**config.mk**
```make
export PLATFORM = sky130hd
export DESIGN_NAME = dcr_config_resp
export DESIGN_NICKNAME = d
export VERILOG_FILES = /design/src/logic/dcr_config_resp.v
export VERILOG_INCLUDE_DIRS = /design/src /design/src/shared
export SDC_FILE = /design/constraint.sdc
export NUM_CORES = 1
export LEC_CHECK = 0
export ABC_CLOCK_PERIOD_IN_PS = 33300
export BUFFER_PORTS_ARGS = -buffer_cell sky130_fd_sc_hd__buf_2
export CAP_MARGIN = 20
export CORE_MARGIN = 2
export CORE_UTILIZATION = 45
export CTS_CLUSTER_SIZE = 40
export DETAILED_ROUTE_END_ITERATION = 7
export GPL_TIMING_DRIVEN = 0
export PLACE_DENSITY = 0.62
export SYNTH_ARGS = -nofsm -noshare
export SYNTH_HDL_FRONTEND = slang
export SYNTH_SLANG_ARGS = --single-unit
```
**constraint.sdc**
```tcl
create_clock -name clk -period 33.3 [get_ports clk]
set_clock_uncertainty 0.1 [all_clocks]
set_input_delay 3.33 -clock clk [delete_from_list [all_inputs] [get_ports clk]]
set_output_delay 3.33 -clock clk [all_outputs]
set_load 0.05 [all_outputs]
```
**src/shared/dcr_defines.vh**
```
// Constants for the disk configuration response block.
// Assumes inclusion by bare name from logic files.
`ifndef DCR_DEFINES_VH
`define DCR_DEFINES_VH

// APB register byte offsets
`define DCR_OFF_CMD        12'h000
`define DCR_OFF_RESP       12'h004
`define DCR_OFF_STATUS     12'h008
`define DCR_OFF_RATE_HZ    12'h00c
`define DCR_OFF_SKEW       12'h010
`define DCR_OFF_DELAYS     12'h014
`define DCR_OFF_SPLICE     12'h018
`define DCR_OFF_CYL        12'h01c
`define DCR_OFF_HEADS      12'h020
`define DCR_OFF_GAP_SYNC   12'h024
`define DCR_OFF_STWORDS    12'h028
`define DCR_OFF_SEEKSKEW   12'h02c
`define DCR_OFF_SECT       12'h030
`define DCR_OFF_VENDOR     12'h034

// Command word fields
`define DCR_MOD_HI         11
`define DCR_MOD_LO         8
`define DCR_SUB_HI         7
`define DCR_SUB_LO         0

// Modifier codes
`define DCR_MOD_GENERAL    4'h0
`define DCR_MOD_FIX_CYL    4'h1
`define DCR_MOD_REM_CYL    4'h2
`define DCR_MOD_HEADS      4'h3
`define DCR_MOD_UNF_BYTES  4'h4
`define DCR_MOD_SECTORS    4'h5
`define DCR_MOD_SIX        4'h6
`define DCR_MOD_GAP        4'h7
`define DCR_MOD_SYNC       4'h8
`define DCR_MOD_STWORDS    4'h9
`define DCR_MOD_SEEKSKEW   4'he
`define DCR_MOD_VENDOR     4'hf

// Subscripts under modifier 0000
`define DCR_SUB_RATE       8'h08
`define DCR_SUB_GRPSKEW    8'h0a
`define DCR_SUB_DELAYS     8'h0b
`define DCR_SUB_MARKSKEW   8'h0c
`define DCR_SUB_SPLICE     8'h0d

// Reset values
`define DCR_RST_RATE_HZ    32'h00000000
`define DCR_RST_WORD       32'h00000000

// Rate conversion: Hz per kHz
`define DCR_HZ_PER_KHZ     32'd1000
// Link clock: high speed port tops at 24 MHz
`define DCR_RATE_MAX_HZ    32'd24000000
// High speed port floor and low speed port ceiling
`define DCR_RATE_MIN_HS_HZ 32'd10000000
`define DCR_RATE_MAX_LS_HZ 32'd15000000

`endif

```
**src/logic/dcr_config_resp.v**
```verilog
// Disk drive Request Configuration responder with APB register file.
// Assumes an APB master on clk, and a command strobe/clock from the link
// side that is asynchronous and passes a two-flop synchroniser here.
//
// What this block does
// - Modifier 0000, subscript 8 returns nominal clock frequency in kilohertz
// - Fractional kilohertz transfer rate rounds up to next integer
// - Rate response mandatory with high speed port; range 0-15 or 10-24 MHz
// - Head group skew reported as modulo-256 fraction of rotation
// - Read gate window after splice in bits, zero means default applies
// - Write splice size in bits from write gate to stable channel
// - Read propagation delay in bits from media to read clock
// - Write data delay in bits from write clock latch to media
// - Mark detection skew in bits for index, sector, address mark
// - Modifiers 1-9, 14, 15 give specific words, 10-13 return zero; 1 fixed, 2 removable cylinders
// - Modifier 0011: removable heads high byte, fixed heads low byte
// - Modifier 0111 upper byte holds inter-sector gap byte count
// - Modifier 1000: upper byte zero, lower byte sync bytes needed
// - Modifier 1001: extended status words high, vendor words low
// - Modifier 1110: cylinder switch skew high, head switch skew low
// - Subscripts 11, 12, 13 carry delays, mark skew, window and splice
// - Subscript 10 returns head group skew low byte, upper zero
//
// The register addresses and the APB register port were decided locally.
`include "dcr_defines.vh"
`timescale 1ns/100ps
`default_nettype none

module dcr_config_resp #(
   parameter HIGH_SPEED = 1'b1
) (
   // Clock and reset
   input  wire        clk,
   input  wire        rst_n,
   // APB slave
   input  wire        psel,
   input  wire        penable,
   input  wire        pwrite,
   input  wire [11:0] paddr,
   input  wire [31:0] pwdata,
   output reg  [31:0] prdata,
   output reg         pready,
   output reg         pslverr,
   // Link command: strobe rising edge latches cmd_word
   input  wire        cmd_strobe,
   input  wire [15:0] cmd_word,
   // Link answer
   output reg  [15:0] resp_word,
   output reg         resp_valid,
   output reg         rate_supported
);

   ////////////////////////////////////////////////////////////////////
   // Software-loaded configuration values
   reg [31:0] rate_hz_r;
   reg [15:0] skew_r;       // [7:0] head group skew
   reg [15:0] delays_r;     // read delay, write delay
   reg [15:0] mark_skew_r;  // [7:0] mark skew
   reg [15:0] splice_r;     // window, splice size
   reg [31:0] cyl_r;        // [31:16] removable, [15:0] fixed
   reg [15:0] heads_r;
   reg [15:0] gap_sync_r;   // [15:8] gap bytes, [7:0] sync bytes
   reg [15:0] stwords_r;
   reg [15:0] seekskew_r;
   reg [31:0] sect_r;       // [31:16] sectors, [15:0] unformatted bytes
   reg [15:0] vendor_r;
   reg [15:0] mod6_r;
   reg [31:0] cmd_r;
   reg [15:0] resp_nxt;

   wire apb_acc = psel & penable;
   wire apb_wr  = apb_acc & pwrite;

   ////////////////////////////////////////////////////////////////////
   // Register writes
   always @(posedge clk or negedge rst_n) begin
      if (!rst_n) begin
         rate_hz_r  <= `DCR_RST_RATE_HZ;
         skew_r     <= 16'h0000;
         delays_r   <= 16'h0000;
         mark_skew_r <= 16'h0000;
         splice_r   <= 16'h0000;
         cyl_r      <= `DCR_RST_WORD;
         heads_r    <= 16'h0000;
         gap_sync_r <= 16'h0000;
         stwords_r  <= 16'h0000;
         seekskew_r <= 16'h0000;
         sect_r     <= `DCR_RST_WORD;
         vendor_r   <= 16'h0000;
         mod6_r     <= 16'h0000;
      end else if (apb_wr) begin
         case (paddr)
            `DCR_OFF_RATE_HZ:  rate_hz_r  <= pwdata;
            `DCR_OFF_SKEW: begin
               skew_r      <= {8'h00, pwdata[7:0]};
               mark_skew_r <= {8'h00, pwdata[23:16]};
            end
            `DCR_OFF_DELAYS:   delays_r   <= pwdata[15:0];
            `DCR_OFF_SPLICE:   splice_r   <= pwdata[15:0];
            `DCR_OFF_CYL:      cyl_r      <= pwdata;
            `DCR_OFF_HEADS:    heads_r    <= pwdata[15:0];
            `DCR_OFF_GAP_SYNC: gap_sync_r <= pwdata[15:0];
            `DCR_OFF_STWORDS:  stwords_r  <= pwdata[15:0];
            `DCR_OFF_SEEKSKEW: seekskew_r <= pwdata[15:0];
            `DCR_OFF_SECT:     sect_r     <= pwdata;
            `DCR_OFF_VENDOR: begin
               vendor_r <= pwdata[15:0];
               mod6_r   <= pwdata[31:16];
            end
            default: ;
         endcase
      end
   end

   ////////////////////////////////////////////////////////////////////
   // Rate in kHz, rounded up
   reg [31:0] rate_khz_r;
   reg [31:0] rate_q;
   always @* begin
      rate_q = rate_hz_r / `DCR_HZ_PER_KHZ;
      if (rate_hz_r != rate_q * `DCR_HZ_PER_KHZ)
         rate_q = rate_q + 32'd1;
   end
   always @(posedge clk or negedge rst_n) begin
      if (!rst_n)
         rate_khz_r <= 32'h00000000;
      else
         rate_khz_r <= rate_q;
   end

   // Rate subscript valid when in range for the port
   wire rate_ok = HIGH_SPEED ?
                  ((rate_hz_r >= `DCR_RATE_MIN_HS_HZ) && (rate_hz_r <= `DCR_RATE_MAX_HZ)) :
                  (rate_hz_r <= `DCR_RATE_MAX_LS_HZ);

   ////////////////////////////////////////////////////////////////////
   // Link strobe synchroniser and edge detect
   reg        strb_s1_r;
   reg        strb_s2_r;
   reg        strb_s3_r;
   reg [15:0] cw_s1_r;
   reg [15:0] cw_s2_r;
   always @(posedge clk or negedge rst_n) begin
      if (!rst_n) begin
         strb_s1_r <= 1'b0;
         strb_s2_r <= 1'b0;
         strb_s3_r <= 1'b0;
         cw_s1_r   <= 16'h0000;
         cw_s2_r   <= 16'h0000;
      end else begin
         strb_s1_r <= cmd_strobe;
         strb_s2_r <= strb_s1_r;
         strb_s3_r <= strb_s2_r;
         cw_s1_r   <= cmd_word;
         cw_s2_r   <= cw_s1_r;
      end
   end
   wire strb_rise = strb_s2_r & ~strb_s3_r;
   wire apb_cmd   = apb_wr & (paddr == `DCR_OFF_CMD);
   wire take      = strb_rise | apb_cmd;
   wire [15:0] cw = apb_cmd ? pwdata[15:0] : cw_s2_r;
   wire [3:0]  md = cw[`DCR_MOD_HI:`DCR_MOD_LO];
   wire [7:0]  sb = cw[`DCR_SUB_HI:`DCR_SUB_LO];

   ////////////////////////////////////////////////////////////////////
   // Response decode
   always @* begin
      resp_nxt = 16'h0000;
      case (md)
         `DCR_MOD_GENERAL: begin
            case (sb)
               `DCR_SUB_RATE:     resp_nxt = rate_khz_r[15:0];
               `DCR_SUB_GRPSKEW:  resp_nxt = {8'h00, skew_r[7:0]};
               `DCR_SUB_DELAYS:   resp_nxt = delays_r;
               `DCR_SUB_MARKSKEW: resp_nxt = {8'h00, mark_skew_r[7:0]};
               `DCR_SUB_SPLICE:   resp_nxt = splice_r;
               default:           resp_nxt = 16'h0000;
            endcase
         end
         `DCR_MOD_FIX_CYL:   resp_nxt = cyl_r[15:0];
         `DCR_MOD_REM_CYL:   resp_nxt = cyl_r[31:16];
         `DCR_MOD_HEADS:     resp_nxt = heads_r;
         `DCR_MOD_UNF_BYTES: resp_nxt = sect_r[15:0];
         `DCR_MOD_SECTORS:   resp_nxt = sect_r[31:16];
         `DCR_MOD_SIX:       resp_nxt = mod6_r;
         `DCR_MOD_GAP:       resp_nxt = {gap_sync_r[15:8], 8'h00};
         `DCR_MOD_SYNC:      resp_nxt = {8'h00, gap_sync_r[7:0]};
         `DCR_MOD_STWORDS:   resp_nxt = stwords_r;
         `DCR_MOD_SEEKSKEW:  resp_nxt = seekskew_r;
         `DCR_MOD_VENDOR:    resp_nxt = vendor_r;
         default:            resp_nxt = 16'h0000;
      endcase
   end

   always @(posedge clk or negedge rst_n) begin
      if (!rst_n) begin
         resp_word      <= 16'h0000;
         resp_valid     <= 1'b0;
         cmd_r          <= 32'h00000000;
         rate_supported <= 1'b0;
      end else begin
         resp_valid     <= take;
         rate_supported <= rate_ok;
         if (take) begin
            resp_word <= resp_nxt;
            cmd_r     <= {16'h0000, cw};
         end
      end
   end

   ////////////////////////////////////////////////////////////////////
   // APB read and answer, zero wait states
   always @(posedge clk or negedge rst_n) begin
      if (!rst_n) begin
         prdata  <= 32'h00000000;
         pready  <= 1'b0;
         pslverr <= 1'b0;
      end else begin
         pready  <= psel & ~penable;
         pslverr <= 1'b0;
         prdata  <= 32'h00000000;
         if (psel & ~penable) begin
            case (paddr)
               `DCR_OFF_CMD:      prdata <= cmd_r;
               `DCR_OFF_RESP:     prdata <= {16'h0000, resp_word};
               `DCR_OFF_STATUS:   prdata <= {31'h00000000, rate_ok};
               `DCR_OFF_RATE_HZ:  prdata <= rate_hz_r;
               `DCR_OFF_SKEW:     prdata <= {8'h00, mark_skew_r[7:0], 8'h00, skew_r[7:0]};
               `DCR_OFF_DELAYS:   prdata <= {16'h0000, delays_r};
               `DCR_OFF_SPLICE:   prdata <= {16'h0000, splice_r};
               `DCR_OFF_CYL:      prdata <= cyl_r;
               `DCR_OFF_HEADS:    prdata <= {16'h0000, heads_r};
               `DCR_OFF_GAP_SYNC: prdata <= {16'h0000, gap_sync_r};
               `DCR_OFF_STWORDS:  prdata <= {16'h0000, stwords_r};
               `DCR_OFF_SEEKSKEW: prdata <= {16'h0000, seekskew_r};
               `DCR_OFF_SECT:     prdata <= sect_r;
               `DCR_OFF_VENDOR:   prdata <= {mod6_r, vendor_r};
               default:           pslverr <= ~pwrite;
            endcase
            if (pwrite && paddr > `DCR_OFF_VENDOR)
               pslverr <= 1'b1;
         end
      end
   end

endmodule
`default_nettype wire

```
== Word-level counts from Yosys, hierarchy flattened ==
Index checks and enable logic that the tools add are counted.
W data, S select, Z words.

* Register bits after elaboration: 359
* Latch bits: 0
* Bits in writable memories: 0
* Bits in read-only memories: 0
* Input port bits: 66
* Memories: 0

* Add/subtract/negate cells: 1
* Multiply operators: 1
* Div/mod/pow operators: 1
* $lt $le $gt $ge: 3
* Equality and inequality tests: 30
* Shifts and indexed selects: 0
* Mux-type cells: 9
* Bitwise operators: 9
* Reductions and logical operators: 16

{| class="wikitable"
|+ Operators with widths
! kind !! count
|-
| $pmux W32 S14 || 1
|-
| $pmux W16 S12 || 1
|-
| $pmux W16 S5 || 1
|-
| $eq A12 B6 Y1 const B || 6
|-
| $eq A12 B5 Y1 const B || 4
|-
| $eq A8 B4 Y1 const B || 5
|-
| $div A32 B10 Y32 const B || 1
|-
| $ge A32 B24 Y1 const B || 1
|-
| $le A32 B25 Y1 const B || 1
|-
| $mul A32 B7 Y29 const B || 1
|-
| $mux W16 || 2
|-
| $mux W32 || 1
|-
| $ne A32 B32 Y1 || 1
|-
| $eq A12 B4 Y1 const B || 2
|-
| $reduce_and A2 Y1 || 11
|-
| $add A16 B1 Y16 const B || 1
|-
| $eq A4 B3 Y1 const B || 4
|-
| $eq A4 B4 Y1 const B || 4
|-
| $reduce_or A14 Y1 || 1
|-
| $eq A12 B3 Y1 const B || 1
|-
| $gt A12 B6 Y1 const B || 1
|-
| $logic_not A12 Y1 || 1
|-
| $eq A4 B2 Y1 const B || 2
|-
| $and A1 B1 Y1 || 5
|-
| other kinds (6) || 11
|}

== Longest topological paths before layout ==
* Depth after elaboration: 7
* Mapped depth: 114
* Gate-level depth less buffers: 99

== Least setup slack after synthesis ==
Ideal clock, no wire load.

* Path kind: reg-to-reg
* From: register rate_hz_r[29]
* To: register rate_khz_r[12]
* Library setup time: 0.130 ns
* Arrival time: 22.035 ns
* Required time: 33.070 ns
* Path slack: 11.034 ns
* Stages on the path, launching flop included: 100
* Path buffers: 7
* Period minus slack after synthesis: 22.266 ns
* Cells stage by stage: dfrtp_1 buf_4 nand3_2 o31a_1 or2_0 clkbuf_1 or4_4 a2111oi_4 or2b_2 mux2_4 a31oi_4 inv_2 mux2_2 buf_4 o2111ai_1 mux2i_2 nor2_1 mux2_2 (+64 left out) nor2b_1 o21ai_0 nand2b_1 a21o_1 a21o_1 a21o_1 a21o_1 a21o_1 a21o_1 a21o_1 a21oi_1 xnor2_1 nand4_1 nor2_1 nand2_1 o211ai_1 nor3_1 xnor2_1

* Longest elaborated chain between the ends: 4

{| class="wikitable"
|+ RTL lines
! item !! RTL line !! RTL
|-
| start: declaration || dcr_config_resp.v:55 || <nowiki>reg [31:0] rate_hz_r;</nowiki>
|-
| start signal: assignment || dcr_config_resp.v:78 || <nowiki>rate_hz_r <= `DCR_RST_RATE_HZ;</nowiki>
|-
| start signal: assignment || dcr_config_resp.v:93 || <nowiki>`DCR_OFF_RATE_HZ: rate_hz_r <= pwdata;</nowiki>
|-
| $div A32 B10 Y32 (no source line) || -- ||
|-
| $mul A32 B7 Y29 (no source line) || -- ||
|-
| $ne A32 B32 Y1 (no source line) || -- ||
|-
| $mux W16 * || dcr_config_resp.v:121 || <nowiki>if (rate_hz_r != rate_q * `DCR_HZ_PER_KHZ)</nowiki>
|-
| via rate_q[12] || dcr_config_resp.v:118 || <nowiki>reg [31:0] rate_q;</nowiki>
|-
| end signal: assignment || dcr_config_resp.v:128 || <nowiki>rate_khz_r <= rate_q;</nowiki>
|-
| end: declaration || dcr_config_resp.v:117 || <nowiki>reg [31:0] rate_khz_r;</nowiki>
|}

The timed path passes the listed nets; every way through them passes the cells marked *.
A chain may end at the register's enable or synchronous reset.

== Final worst setup path ==
* From: register rate_hz_r[2]
* To: register rate_khz_r[8]

Same word-level chain as after synthesis.

==> flow_metrics.tcl <==
set metrics [dict create \
    cpPeakStageDelay_ns 0.90 \
    drtAntennaViolNets 0 \
    io_buffer_count 117 \
    hold_buffers 0 \
    ys_warn_count 0 \
    vias_in_the_first_global_route 23500 \
    violations_in_the_final_reports "design-rule violations" \
    drtIter0Drc 3101 \
    synth.largest_area_cell "dfrtp_1" \
    hold_viol_final 0 \
    worstPathRequired_ns 33.61 \
    tritoncts_num_sinks 359 \
    post_cts_buffers 0 \
    antenna_found_initial 4 \
    mostFrequentLayoutCell "dfrtp_1" \
    rsz_0062_raised_after_global_routing "no" \
    worst-r2r-cell-count 98 \
    synth_edf_count 0 \
    area_delta_synth_final_pct 11.5 \
    drt-pass1-iter-count 8 \
    finalWeightedCongestion 1.01 \
    worst_setup_hold_path_clk_slew_ns 0.06 \
    htreeDepth 2 \
    worstSetupEndpoint "rate_khz_r[8]" \
    synth_nets 2921 \
    worst_relative_slew_slack 0.121 \
    dieHeight_um 248 \
    grt_start_max_net_pins 124 \
    worst_ep_arrival_time_ns 27.89 \
    worstSetupPathDepth 98 \
    worst_setup_path_type "reg -> reg" \
    cts_tree "yes" \
    crit_path_start "rate_hz_r[2]" \
    multiInputGateArea_mm2 0.0164 \
    run_status "finished with violations" \
    crit_path_frequent_cell "a21o_1" \
    worstMarginPinSlew_ns 1.31 \
    drt_drc_violations_left 9 \
    buffer_cell_driving_the_clock_tree_root "clkbuf_16" \
    synth_cell_type_count 135 \
    netlist_area_before_placement_mm2 0.0268 \
    die_ar_mm2 0.0615 \
    worst-path-max-fanout 12 \
    initial_utilization 0.455 \
    postSynthCellCount 2710 \
    critPathBufInv 13 \
    core_mm2 0.0589 \
    setup_viol_count_final 0 \
    setup.worst_path.start_class "flip-flop" \
    wire_per_inst_um 27.7 \
    achievable-frequency_ghz 0.0363 \
    ys_async_sr_fraction 1.00 \
    period_share 0.828 \
    max-clock-path-buffers 3 \
    synth_top_area_frac 0.335 \
    final_slew_viol_count 0 \
    reg2reg_from "rate_hz_r[2]" \
    synth_seq_cells 359 \
    row_count 89 \
    hold_class "reg -> reg" \
    grt_remaining_overflow 0 \
    rrSetupSlack_ns 5.72 \
    timing.final.crit_period_ns 27.58 \
    overall_global_routing_resource_usage 0.330 \
    avgViaCountPerCell 6.59 \
    ys_top_cells_by_area "dfrtp_1 34%, mux2_2 9.6%, fa_1 6.1%" \
    cts-buffers-inserted 40 \
    regArea_mm2 0.00898 \
    clk-insertion-delay-late_ns 0.59 \
    worst_setup_path_end_kind "flip-flop" \
    floorplan.io_pins 118 \
    synth_sequential_area_ratio 0.335 \
    nNetsFinal 3095 \
    cap_viol_max_count 0 \
    postRouteWirelength_um 102000 \
    n_fill_cell 5407 \
    synth_ff_type "dfrtp_1" \
    rr_endpoint "rate_khz_r[8]" \
    path_delay_family "compound AO/OA/AOI/OAI gates" \
    vias 24300 \
    place.detailed.hpwl_um 76900 \
    dieWidth_um 248 \
    synth_area_per_cell_um2 9.88 \
    most-common-layout-cells "359 x dfrtp_1, 229 x mux2_2, 174 x inv_1" \
    cts-resized-gates 0 \
    critical-path-slowest-cell "a31oi_2" \
    layout_cell_share_with_drive_strength_beyond_1 0.198 \
    timing.setup.tns_ns 0 \
    grt_first_pass_wirelength_um 151000 \
]
## area by class of cell
cell class                      instances  area share
Antenna cell                            3    0.000251
Buffer                                167      0.0243
Clock buffer                           56      0.0369
Clock inverter                         15     0.00649
Inverter                              189      0.0240
Multi-Input combinational cell       1995       0.548
Sequential cell                       359       0.301
Tap cell                              773      0.0324
Timing Repair Buffer                  132      0.0264
## how the worst min path moves through the flow
stage	start	endpoint	slack, ns	cells past startpoint
floorplan	cw_s1_r[0]	cw_s2_r[0]	0.23	0
global placement	cw_s1_r[3]	cw_s2_r[3]	0.23	0
detailed placement	cw_s1_r[13]	cw_s2_r[13]	0.24	0
CTS	cw_s1_r[11]	cw_s2_r[11]	0.23	0
global route	cw_s1_r[0]	cw_s2_r[0]	0.25	0
finish	cw_s1_r[11]	cw_s2_r[11]	0.22	0
## cell families (layout without fill, tap and decap cells)
family,Yosys count,after routing,share of synthesized area
muxes,269,269,0.112
buffers and inverters,356,559,0.0539
xor gates and xnor gates,112,112,0.0384
DFF,359,359,0.335
and+or+nand+nor,623,623,0.120
adders and majority gates,151,151,0.0930
AOI/OAI and AO/OA,840,840,0.247
other,0,3,0
## worst register-to-register path, delay by kind of cell, from the launching register on
kind / cells / cell delay (ns)
AOI/OAI and AO/OA: 48 / 13.62
xor gates and xnor gates: 4 / 0.91
adders and majority gates: 5 / 2.31
buffers and inverters: 13 / 1.97
DFF: 1 / 0.42
muxes: 5 / 1.92
and+or+nand+nor: 23 / 6.10
## sequential cells by signal, summed over array words and instances (netlist names), 8 cells and up
register and cells:
cyl_r 32, prdata 32, rate_hz_r 32, sect_r 32, cmd_r 16, cw_s1_r 16, cw_s2_r 16, delays_r 16
gap_sync_r 16, heads_r 16, mod6_r 16, rate_khz_r 16, resp_word 16, seekskew_r 16, splice_r 16, stwords_r 16
vendor_r 16, mark_skew_r 8, skew_r 8
## through the flow
step	utilization	setup slack [ns]	cell area, um^2	std cells	hold slack [ns]
global placement	0.481	6.23	28300	3600	0.233
finish	0.507	5.72	29900	3689	0.225
global route	0.507	3.97	29900	3689	0.253
floorplan	-	11.03	26800	2710	0.231
CTS	0.506	5.72	29800	3682	0.228
detailed placement	0.484	5.85	28500	3611	0.236
## synth_stat cells (all sizes together) (70+ instances only)
library cell,instances
clkbuf,126
a22oi,95
mux2,232
inv,187
nand2,163
xnor2,91
o21ai,116
a221oi,70
dfrtp,359
fa,82
a22o,70
nor2,139
a21oi,100
## metal layers
layer / GRT usage / vias to the layer above / part of all wire
met5: 0 / - / 0.00013
met4: 0.174 / 2 / 0.058
met3: 0.0580 / 285 / 0.080
met2: 0.518 / 1243 / 0.45
met1: 0.434 / 12200 / 0.41
li1: - / 10600 / -
Power is not shown: default switching activity piles up to over one toggle a cycle in this logic, so the estimate is an artifact.
